[src/qet_pkg.sv]
// Purpose: Shared constants and types for the quadrature encoder trigger
// Assumes: One clock domain, 100 MHz
// Notes:   Counter widths follow the 0..32767 setting range
package qet_pkg;
   localparam int CNT_W = 15;
   localparam logic [CNT_W-1:0] CNT_ZERO      = 15'h0000;
   localparam logic [CNT_W-1:0] CNT_MAX_LIMIT = 15'h7FFF;
   localparam logic [CNT_W-1:0] CNT_ONE       = 15'h0001;
   localparam logic [1:0] SEL_LINE1 = 2'h0;
   localparam logic [1:0] SEL_LINE2 = 2'h1;
   localparam logic [1:0] SEL_LINE3 = 2'h2;
   localparam logic [1:0] SEL_PHA_RST = 2'h0;
   localparam logic [1:0] SEL_PHB_RST = 2'h1;

   typedef enum logic [0:0] {
      QET_CNT_FOLLOW = 1'b0,
      QET_CNT_IGNORE = 1'b1
   } qet_cnt_mode_t;

   typedef enum logic [0:0] {
      QET_OUT_ANY = 1'b0,
      QET_OUT_FWD = 1'b1
   } qet_out_mode_t;

   typedef enum logic [0:0] {
      QET_DIR_FWD = 1'b0,
      QET_DIR_REV = 1'b1
   } qet_dir_t;

   typedef struct packed {
      logic     tick;
      qet_dir_t dir;
   } qet_tick_t;
endpackage

[src/qet_decode.sv]
// Purpose: Quadrature decoder for synchronised phase inputs
// Assumes: Inputs already synchronised to clk
// Notes:   One tick per valid phase-state change
`timescale 1ns/100ps
`default_nettype none
module qet_decode
(
   input  wire logic          clk,
   input  wire logic          rst_b,
   input  wire logic          pha,
   input  wire logic          phb,
   output var qet_pkg::qet_tick_t tick_o
);
   logic [1:0] prev_r;
   wire  [1:0] cur     = {pha, phb};
   wire        changed = (cur != prev_r);
   wire        legal   = (cur[1] ^ prev_r[1]) ^ (cur[0] ^ prev_r[0]);
   // A leading B: new A differs from old B
   wire        fwd     = cur[1] ^ prev_r[0];

   always_ff @(posedge clk or negedge rst_b)
   begin
      if (!rst_b)
         prev_r <= 2'h0;
      else
         prev_r <= cur;
   end

   always_comb
   begin
      tick_o.tick = changed & legal;
      tick_o.dir  = fwd ? qet_pkg::QET_DIR_FWD : qet_pkg::QET_DIR_REV;
   end
endmodule
`default_nettype wire

[src/qet_top.sv]
// Purpose: Quadrature shaft-encoder trigger for line or frame start
// Assumes: Encoder lines asynchronous; control ports steady between commands
// Notes:   Outputs registered; trigger is one-cycle pulse
`timescale 1ns/100ps
`default_nettype none
// Summary of operation
// - Each phase selectable from input lines 1-3
// - Direction from phase order; swap inverts
// - Follow mode: forward up, reverse down
// - Ignore mode: every tick counts up
// - Tick count readable, not writable
// - Tick maximum programmable 0 to 32767
// - Increment at maximum wraps to zero
// - Decrement at zero wraps to maximum
// - Tick reset command clears count
// - Output mode: any direction or forward only
// - Reverse maximum programmable 0 to 32767
// - Reverse reset clears count, direction forward
// - Trigger pulse usable for line/frame start
// - Reverse ticks raise reverse count to maximum
// - Forward ticks lower nonzero reverse count
// - Forward only: trigger forward ticks when idle
// - Any direction: trigger all ticks when idle
module qet_top
(
   input  wire logic                        CLK,
   input  wire logic                        RST_B,
   input  wire logic [2:0]                  IN_LINE,
   input  wire logic [1:0]                  PHA_SEL,
   input  wire logic [1:0]                  PHB_SEL,
   input  wire qet_pkg::qet_cnt_mode_t      CNT_MODE,
   input  wire qet_pkg::qet_out_mode_t      OUT_MODE,
   input  wire logic [qet_pkg::CNT_W-1:0]   CNT_MAX,
   input  wire logic [qet_pkg::CNT_W-1:0]   REV_MAX,
   input  wire logic                        CNT_RESET,
   input  wire logic                        REV_RESET,
   output logic [qet_pkg::CNT_W-1:0]        TICK_COUNT,
   output logic [qet_pkg::CNT_W-1:0]        REV_COUNT,
   output logic                             CONV_DIR,
   output logic                             TRIG_OUT
);
   logic [1:0] rst_sync_r;
   logic       rst_b;
   wire  [2:0] line_sync;
   logic       pha_r;
   logic       phb_r;
   logic [qet_pkg::CNT_W-1:0] cnt_r;
   logic [qet_pkg::CNT_W-1:0] cnt_nxt;
   logic [qet_pkg::CNT_W-1:0] rev_r;
   logic [qet_pkg::CNT_W-1:0] rev_nxt;
   qet_pkg::qet_dir_t         dir_r;
   qet_pkg::qet_dir_t         dir_nxt;
   logic                      trig_r;
   logic                      trig_nxt;
   qet_pkg::qet_tick_t        tk;

   // Reset asserts at once and releases after two edges
   always_ff @(posedge CLK or negedge RST_B)
   begin
      if (!RST_B)
         rst_sync_r <= 2'h0;
      else
         rst_sync_r <= {rst_sync_r[0], 1'b1};
   end
   assign rst_b = rst_sync_r[1];

   // Two-flop synchroniser per camera input line
   for (genvar gi = 0; gi < $bits(IN_LINE); gi++)
   begin : g_line
      logic s1_r;
      logic s2_r;

      always_ff @(posedge CLK or negedge rst_b)
      begin
         if (!rst_b)
         begin
            s1_r <= 1'b0;
            s2_r <= 1'b0;
         end
         else
         begin
            s1_r <= IN_LINE[gi];
            s2_r <= s1_r;
         end
      end

      assign line_sync[gi] = s2_r;
   end

   // Line routing; unused code picks line 3
   wire pha_on1 = (PHA_SEL == qet_pkg::SEL_LINE1);
   wire pha_on2 = (PHA_SEL == qet_pkg::SEL_LINE2);
   wire phb_on1 = (PHB_SEL == qet_pkg::SEL_LINE1);
   wire phb_on2 = (PHB_SEL == qet_pkg::SEL_LINE2);
   wire pha_mux = pha_on1 ? line_sync[0] : pha_on2 ? line_sync[1] : line_sync[2];
   wire phb_mux = phb_on1 ? line_sync[0] : phb_on2 ? line_sync[1] : line_sync[2];

   // Routed phases registered once before decode
   always_ff @(posedge CLK or negedge rst_b)
   begin
      if (!rst_b)
         pha_r <= 1'b0;
      else
         pha_r <= pha_mux;
   end

   always_ff @(posedge CLK or negedge rst_b)
   begin
      if (!rst_b)
         phb_r <= 1'b0;
      else
         phb_r <= phb_mux;
   end

   // Decoder compares each new phase pair with the last
   qet_decode u_dec
   (
      .clk    (CLK),
      .rst_b  (rst_b),
      .pha    (pha_r),
      .phb    (phb_r),
      .tick_o (tk)
   );

   // Tick classification and counter enables
   wire is_fwd  = (tk.dir == qet_pkg::QET_DIR_FWD);
   wire cnt_up  = tk.tick & (is_fwd | (CNT_MODE == qet_pkg::QET_CNT_IGNORE));
   wire cnt_dn  = tk.tick & ~is_fwd & (CNT_MODE == qet_pkg::QET_CNT_FOLLOW);
   wire rev_inc = tk.tick & ~is_fwd & (rev_r < REV_MAX);
   wire rev_dec = tk.tick & is_fwd & (rev_r != qet_pkg::CNT_ZERO);
   wire rev_busy = rev_inc | rev_dec;
   wire trig_ok = tk.tick & ~rev_busy &
                  (is_fwd | (OUT_MODE == qet_pkg::QET_OUT_ANY));

   // Wrap tests; >= lets a lowered maximum still wrap
   wire cnt_top = (cnt_r >= CNT_MAX);
   wire cnt_bot = (cnt_r == qet_pkg::CNT_ZERO);
   wire [qet_pkg::CNT_W-1:0] cnt_plus  = cnt_r + qet_pkg::CNT_ONE;
   wire [qet_pkg::CNT_W-1:0] cnt_minus = cnt_r - qet_pkg::CNT_ONE;
   wire [qet_pkg::CNT_W-1:0] rev_plus  = rev_r + qet_pkg::CNT_ONE;
   wire [qet_pkg::CNT_W-1:0] rev_minus = rev_r - qet_pkg::CNT_ONE;

   // Reset commands win over a tick in the same cycle
   always_comb
   begin
      cnt_nxt = cnt_r;
      if (CNT_RESET)
         cnt_nxt = qet_pkg::CNT_ZERO;
      else if (cnt_up)
         cnt_nxt = cnt_top ? qet_pkg::CNT_ZERO : cnt_plus;
      else if (cnt_dn)
         cnt_nxt = cnt_bot ? CNT_MAX : cnt_minus;
   end

   // Reverse counter saturates at its maximum
   always_comb
   begin
      rev_nxt = rev_r;
      if (REV_RESET)
         rev_nxt = qet_pkg::CNT_ZERO;
      else if (rev_inc)
         rev_nxt = rev_plus;
      else if (rev_dec)
         rev_nxt = rev_minus;
   end

   // Reverse reset forces the stored direction forward
   always_comb
   begin
      dir_nxt = dir_r;
      if (REV_RESET)
         dir_nxt = qet_pkg::QET_DIR_FWD;
      else if (tk.tick)
         dir_nxt = tk.dir;
   end

   // Reverse reset also blocks the trigger in its cycle
   assign trig_nxt = trig_ok & ~REV_RESET;

   // State registers; every output is one of them
   always_ff @(posedge CLK or negedge rst_b)
   begin
      if (!rst_b)
         cnt_r <= qet_pkg::CNT_ZERO;
      else
         cnt_r <= cnt_nxt;
   end

   always_ff @(posedge CLK or negedge rst_b)
   begin
      if (!rst_b)
         rev_r <= qet_pkg::CNT_ZERO;
      else
         rev_r <= rev_nxt;
   end

   // Stored conveyor direction
   always_ff @(posedge CLK or negedge rst_b)
   begin
      if (!rst_b)
         dir_r <= qet_pkg::QET_DIR_FWD;
      else
         dir_r <= dir_nxt;
   end

   // One-cycle trigger pulse
   always_ff @(posedge CLK or negedge rst_b)
   begin
      if (!rst_b)
         trig_r <= 1'b0;
      else
         trig_r <= trig_nxt;
   end

   // Count ports are read-only copies; no write path exists
   assign TICK_COUNT = cnt_r;
   assign REV_COUNT  = rev_r;
   assign CONV_DIR   = dir_r;
   assign TRIG_OUT   = trig_r;
endmodule
`default_nettype wire

[config.mk]
export PLATFORM = sky130hd
export DESIGN_NAME = qet_top
export DESIGN_NICKNAME = d
export VERILOG_FILES = /design/src/qet_pkg.sv /design/src/qet_decode.sv /design/src/qet_top.sv
export SDC_FILE = /design/constraint.sdc
export NUM_CORES = 1
export LEC_CHECK = 0
export BUFFER_PORTS_ARGS = -buffer_cell sky130_fd_sc_hd__buf_2
export CAP_MARGIN = 25
export CORE_AREA = 5 5 123 90
export CTS_CLUSTER_SIZE = 20
export DETAILED_ROUTE_END_ITERATION = 8
export DIE_AREA = 0 0 128 95
export SLEW_MARGIN = 15
export SYNTH_ARGS = -nofsm -noshare
export SYNTH_HDL_FRONTEND = slang
export SYNTH_SLANG_ARGS = --single-unit
[constraint.sdc]
create_clock -name CLK -period 2 [get_ports CLK]
set_input_delay 0.4 -clock CLK [delete_from_list [all_inputs] [get_ports CLK]]
set_output_delay 0.4 -clock CLK [all_outputs]
set_load 0.005 [all_outputs]
=== Word-level counts from Yosys, hierarchy flattened ===
Index checks and enable logic that the tools add are counted.

* Bits in registers: 44
* Latch bits: 0
* RAM bits: 0
* Bits in read-only memories: 0
* Bits of input ports: 43
* Logic and storage cells: 66
* Memories: 0

* $add $sub $neg: 4
* $mul: 0
* Divide/modulo/power cells: 0
* Order comparisons: 2
* Equality and inequality tests: 3
* Shifts and indexed selects: 0
* Multiplexer cells: 15
* Bitwise logic cells: 21
* Reductions and logical operators: 7

{| class="wikitable"
|+ Operators by type and width
! cell !! number
|-
| 2-to-1 mux 15 bit || 8
|-
| adder 15 x 1 -> 15 bit (second input constant) || 2
|-
| subtractor 15 x 1 -> 15 bit (second input constant) || 2
|-
| >= comparator 15 bit || 1
|-
| zero test 15 bit || 1
|-
| less-than comparator 15 bit || 1
|-
| nonzero test 15 bit || 1
|-
| AND 1 bit || 10
|-
| 2-to-1 mux 1 bit || 7
|-
| nonzero test 3 bit || 2
|-
| equality test 2 x 1 -> 1 bit (second input constant) || 2
|-
| zero test 2 bit || 2
|-
| inverter 1 bit || 4
|-
| XOR 1 bit || 4
|-
| OR 1 bit || 3
|-
| != test 2 bit || 1
|-
| nonzero test 2 bit || 1
|}

=== Depth between registers and ports, before layout ===
* Depth in word-level cells: 10
* Depth in mapped cells: 15

=== Cells and area by module ===
A second synthesis with hierarchy kept.

* Cell total of the unflattened synthesis: 467
* Area, all modules: 3871.2 sq um

{| class="wikitable"
|+ Modules (own cells, without submodules)
! module !! instances !! cells an instance !! area each (sq um)
|-
| qet_top || 1 || 462 || 3787.4
|-
| qet_decode || 1 || 5 || 83.8
|}

=== Worst setup path after synthesis ===
Ideal clock, no wire load.

* Kind: input to register
* Start point: input REV_MAX[8] (netlist bit)
* End point: register rev_r (netlist bit REV_COUNT[11])
* Setup time: 0.065 ns
* Arrival: 3.421 ns
* Data required time: 1.935 ns
* Slack: -1.486 ns
* Stages: 14
* Buffers on the path: 0
* Cell sequence: inv_1 > ha_1 > a21oi_1 > o21ai_0 > a2111oi_0 > o21a_1 > inv_1 > ha_1 > o21a_1 > or2_2 > a41o_1 > a311o_1 > o311ai_0 > o21a_1

* Longest elaborated chain between the ends: 4
* Elaborated cells between the ends (all ways): 5
* Classes of those cells: order compare: 1; mux: 2; bitwise: 1; reduce/logical: 1

{| class="wikitable"
|+ RTL lines
! item !! RTL line !! RTL
|-
| start, declared || qet_top.sv:34 || <nowiki>input wire logic [qet_pkg::CNT_W-1:0] REV_MAX,</nowiki>
|-
| less-than comparator 15 bit (*) || qet_top.sv:129 || <nowiki>wire rev_inc = tk.tick & ~is_fwd & (rev_r < REV_MAX);</nowiki>
|-
| AND 1 bit (*) || qet_top.sv:129 ||
|-
| 2-to-1 mux 15 bit || qet_top.sv:161 || <nowiki>else if (rev_inc)</nowiki>
|-
| 2-to-1 mux 15 bit || qet_top.sv:159 || <nowiki>if (REV_RESET)</nowiki>
|-
| end signal, assigned || qet_top.sv:192 || <nowiki>rev_r <= qet_pkg::CNT_ZERO;</nowiki>
|-
| end signal, assigned || qet_top.sv:194 || <nowiki>rev_r <= rev_nxt;</nowiki>
|-
| end, declared || qet_top.sv:49 || <nowiki>logic [qet_pkg::CNT_W-1:0] rev_r;</nowiki>
|}

Mark *: on every way between the ends. The rest lies on a longest branch, timed or not.
A chain may end at the register's enable or synchronous reset.

=== Worst setup path in the final report ===
* Start point: register rev_r (netlist bit REV_COUNT[8])
* End point: register rev_r (netlist bit REV_COUNT[11])

* Longest elaborated chain between the ends: 4
* Elaborated cells between the ends (all ways): 10
* Classes of those cells: add/sub: 2; order compare: 1; mux: 3; bitwise: 2; reduce/logical: 2

{| class="wikitable"
|+ RTL lines
! item !! RTL line
|-
| subtractor 15 x 1 -> 15 bit / less-than comparator 15 bit (equally long branches) || qet_top.sv:141, qet_top.sv:129
|-
| 2-to-1 mux 15 bit / AND 1 bit (equally long branches) || qet_top.sv:163, qet_top.sv:129
|-
| 2-to-1 mux 15 bit || qet_top.sv:161
|-
| 2-to-1 mux 15 bit || qet_top.sv:159
|}

Parallel ways exist; a longest one is shown, timed or not. The select of a mux whose other input is x is not followed.

==> impl_metrics.yaml <==
run_status:
  status: "finished with violations"
  violations: "negative setup slack"
die:
  core_um2: 9930
  pin_count: 75
  rows: 31
  die_y_um: 95
  die-area_um2: 12200
  start_util: 0.382
  die_x_um: 128
cells_and_area:
  drive_above_1_share: 0.519
  antennaDiodeCount: 0
  num-nets-final: 755
  fin_area_um2: 6450
  register_area_um2: 1110
  num-fill-cells: 821
  area_growth_pct: 69.9
  multi_input_comb_area_um2: 3190
power:
  irDropWorstVdd_uv: 597
  p_int_w: 0.00539
  pwr_density_cell_nw_per_um2: 1470
  switching_share: 0.430
  pwr-share-comb: 0.766
  seqPwrFrac: 0.146
  clock_power_share: 0.088
  p_leak_nw: 3.07
  switching_power_w: 0.00407
worst_setup_path:
  rrSetupSlack_ns: -1.19
  crit_type: "reg -> reg"
  r2r-end: "REV_COUNT[11]"
  cp.required_ns: 2.23
  reg2reg_from: "REV_COUNT[8]"
  reg2reg_depth: 13
  endpoint_kind: "flip-flop"
  cp.arrival_ns: 3.42
  critPathLaunchType: "flip-flop"
  crit_fanout: 5
timing:
  setup_viol: 30
  worst-slew-pin-transition_ns: 0.669
  final.setup.tns_ns: -14.79
  fin_crit_sh: 1.59
  finalCriticalPeriod_ns: 3.19
  slew_headroom: 0.554
  drv_slew: 0
  clock.fmax_ghz: 0.314
  finalHoldViolations: 0
  setup_slack_ns: -1.19
  skew_ns: 0.0132
  rsz0062_at_grt: "yes"
min_path:
  hp-class: "in -> reg"
  holdPathEnd: "g_line[1].s1_r"
  min_from: "IN_LINE[1]"
  holdPathStages: 1
route:
  ant_nets: 0
  wire_per_inst_um: 17.3
  dr.pass1.iters: 5
  vias: 4393
  via_per_inst: 5.50
  drt_iter0_drc: 262
  drc: 0
  totalWireLength_mm: 13.8
clock_network:
  clock_latency_ns: 0.29
  cts.sinks: 44
  root_buffer: "clkbuf_16"
  tritoncts: "done"
  numCtsBuffers: 5
  htree_levels: 2
  clockBufferDepth: 2
  cts.clk_slew.worst_paths_ns: 0.07
logic_synthesis:
  synth_area_um2: 3800
  synth_nets: 537
  synth-edff-count: 0
  synth_cells: 448
  ys_seq_area_frac: 0.290
  yosysUniqueCellTypes: 68
  yosys_warnings: 0
  ys_ff_latch: 44
  ys.flop_type: "dfrtp_1"
  avgSynthCellArea_um2: 8.48
  async_reset_ff_frac: 1.00
placed_design:
  portBuffers: 74
  gp_congestion: 0.921
  hpwl_mm: 9.87
  place_area_um2: 5340
  dp_slack_ns: -1.36
global_routing:
  grtUsageTotal: 0.219
  grt_max_degree: 28
  antenna_found_initial: 0
  grt_pass1_wl_mm: 21.4
  grt_overflow: 0
  grt_pass1_vias: 4409
flow_run:
  max_cap_viol_count: 0
state kept, by name, summed over array words and instances (netlist names):
| name | cells |
|---|---|
| CONV_DIR | 1 |
| REV_COUNT | 15 |
| TICK_COUNT | 15 |
| TRIG_OUT | 1 |
| g_line.s1_r | 3 |
| g_line.s2_r | 3 |
| pha_r | 1 |
| phb_r | 1 |
| rst_sync_r | 2 |
| u_dec.prev_r | 2 |
power groups by stage:
stage               Clock (W)  Combinational [W]  Sequential, W
floorplan                   0            0.00318        0.00147
global placement            0            0.00549        0.00135
detailed placement          0            0.00563        0.00135
CTS                  0.000841            0.00637        0.00136
global route         0.000881            0.00784        0.00142
finish               0.000831            0.00724        0.00138
routing by layer:
layer / vias up / GRT usage / part of all wire
met4: 0 / 0.0512 / 0.0095
met1: 2124 / 0.308 / 0.46
met5: - / 0 / 0
met2: 160 / 0.342 / 0.45
li1: 2095 / - / -
met3: 14 / 0.0486 / 0.072
placed cells by master (no fill, tap or decap), types with 6 or more instances in the layout:
cell,n
buf_4,125
buf_2,74
dfrtp_1,38
inv_1,37
nand2_1,35
ha_1,25
nor2_1,24
a21oi_1,19
ha_4,18
a21oi_2,14
xnor2_1,14
buf_6,14
a21o_1,13
xor2_1,10
a31oi_1,10
o21ai_1,9
o31ai_1,9
o21ai_2,8
nand3_1,8
dfrtp_2,6
nand4_1,6
nor3_1,6
clkbuf_16,6
buf_12,6
worst max-delay path by stage:
stage	from	end	slack, ns	cells past startpoint
2_1_floorplan	REV_COUNT[14]	REV_COUNT[11]	-1.13	13
3_3_place_gp	REV_MAX[13]	REV_COUNT[13]	-1.27	16
3_5_place_dp	REV_MAX[13]	REV_COUNT[11]	-1.36	16
4_1_cts	REV_COUNT[11]	REV_COUNT[13]	-1.19	13
5_1_grt	REV_COUNT[12]	REV_COUNT[11]	-1.33	12
6_report	REV_COUNT[8]	REV_COUNT[11]	-1.19	13
layout make-up:
class | count | share of cell area
Clock buffer | 6 | 0.0200
Timing Repair Buffer | 223 | 0.261
Clock inverter | 2 | 0.00194
Timing Repair inverter | 1 | 0.00136
Multi-Input combinational cell | 351 | 0.495
Tap cell | 132 | 0.0256
Inverter | 40 | 0.0240
Sequential cell | 44 | 0.172
critical path: stages, from the launching register on:
cell and delay (ns):
dfrtp_1 0.42, ha_4 0.24, a21oi_4 0.14, o21ai_2 0.08, a2111oi_4 0.38, o21a_4 0.22
clkinv_4 0.10, ha_4 0.23, o21a_1 0.21, or2_4 0.24, a41o_1 0.29, a311o_1 0.34
o311ai_2 0.08, o21a_1 0.15
stage by stage:
| step | power [W] | hold slack (ns) | util | cells |
|---|---|---|---|---|
| 2_1_floorplan | 0.00465 | 0.104 | - | 448 |
| 3_3_place_gp | 0.00683 | 0.186 | 0.538 | 767 |
| 3_5_place_dp | 0.00698 | 0.189 | 0.538 | 767 |
| 4_1_cts | 0.00857 | 0.207 | 0.606 | 789 |
| 5_1_grt | 0.0101 | 0.205 | 0.650 | 799 |
| 6_report | 0.00946 | 0.206 | 0.650 | 799 |
cell families after synthesis:
logic type / count (synthesis) / share of synthesized area
fa+ha+maj: 46 / 0.154
buf+inv: 53 / 0.0593
compound gates: 142 / 0.251
flops: 44 / 0.290
simple gates: 134 / 0.179
other cells: 1 / 0.000988
mux: 4 / 0.0109
xor+xnor: 24 / 0.0554
synthesized netlist by cell type (all sizes together), types with 10 or more instances:
cell,number,area share
dfrtp,44,0.29
xnor2,14,0.032
a21oi,35,0.046
inv,40,0.040
nor2,33,0.033
ha,45,0.15
nand2,41,0.041
o21ai,23,0.030
o31ai,12,0.025
a21o,13,0.026
a31oi,12,0.020
xor2,10,0.023
repair_timing:
action,CTS,global route
pin swaps,49,42
cloned,2,2
hold endpoints to repair,2,0
hold buffers,1,0
endpoints found under the setup margin,31,31
buffers inserted,13,11
gates resized for setup,77,56
(Power assumes the default switching activity.)
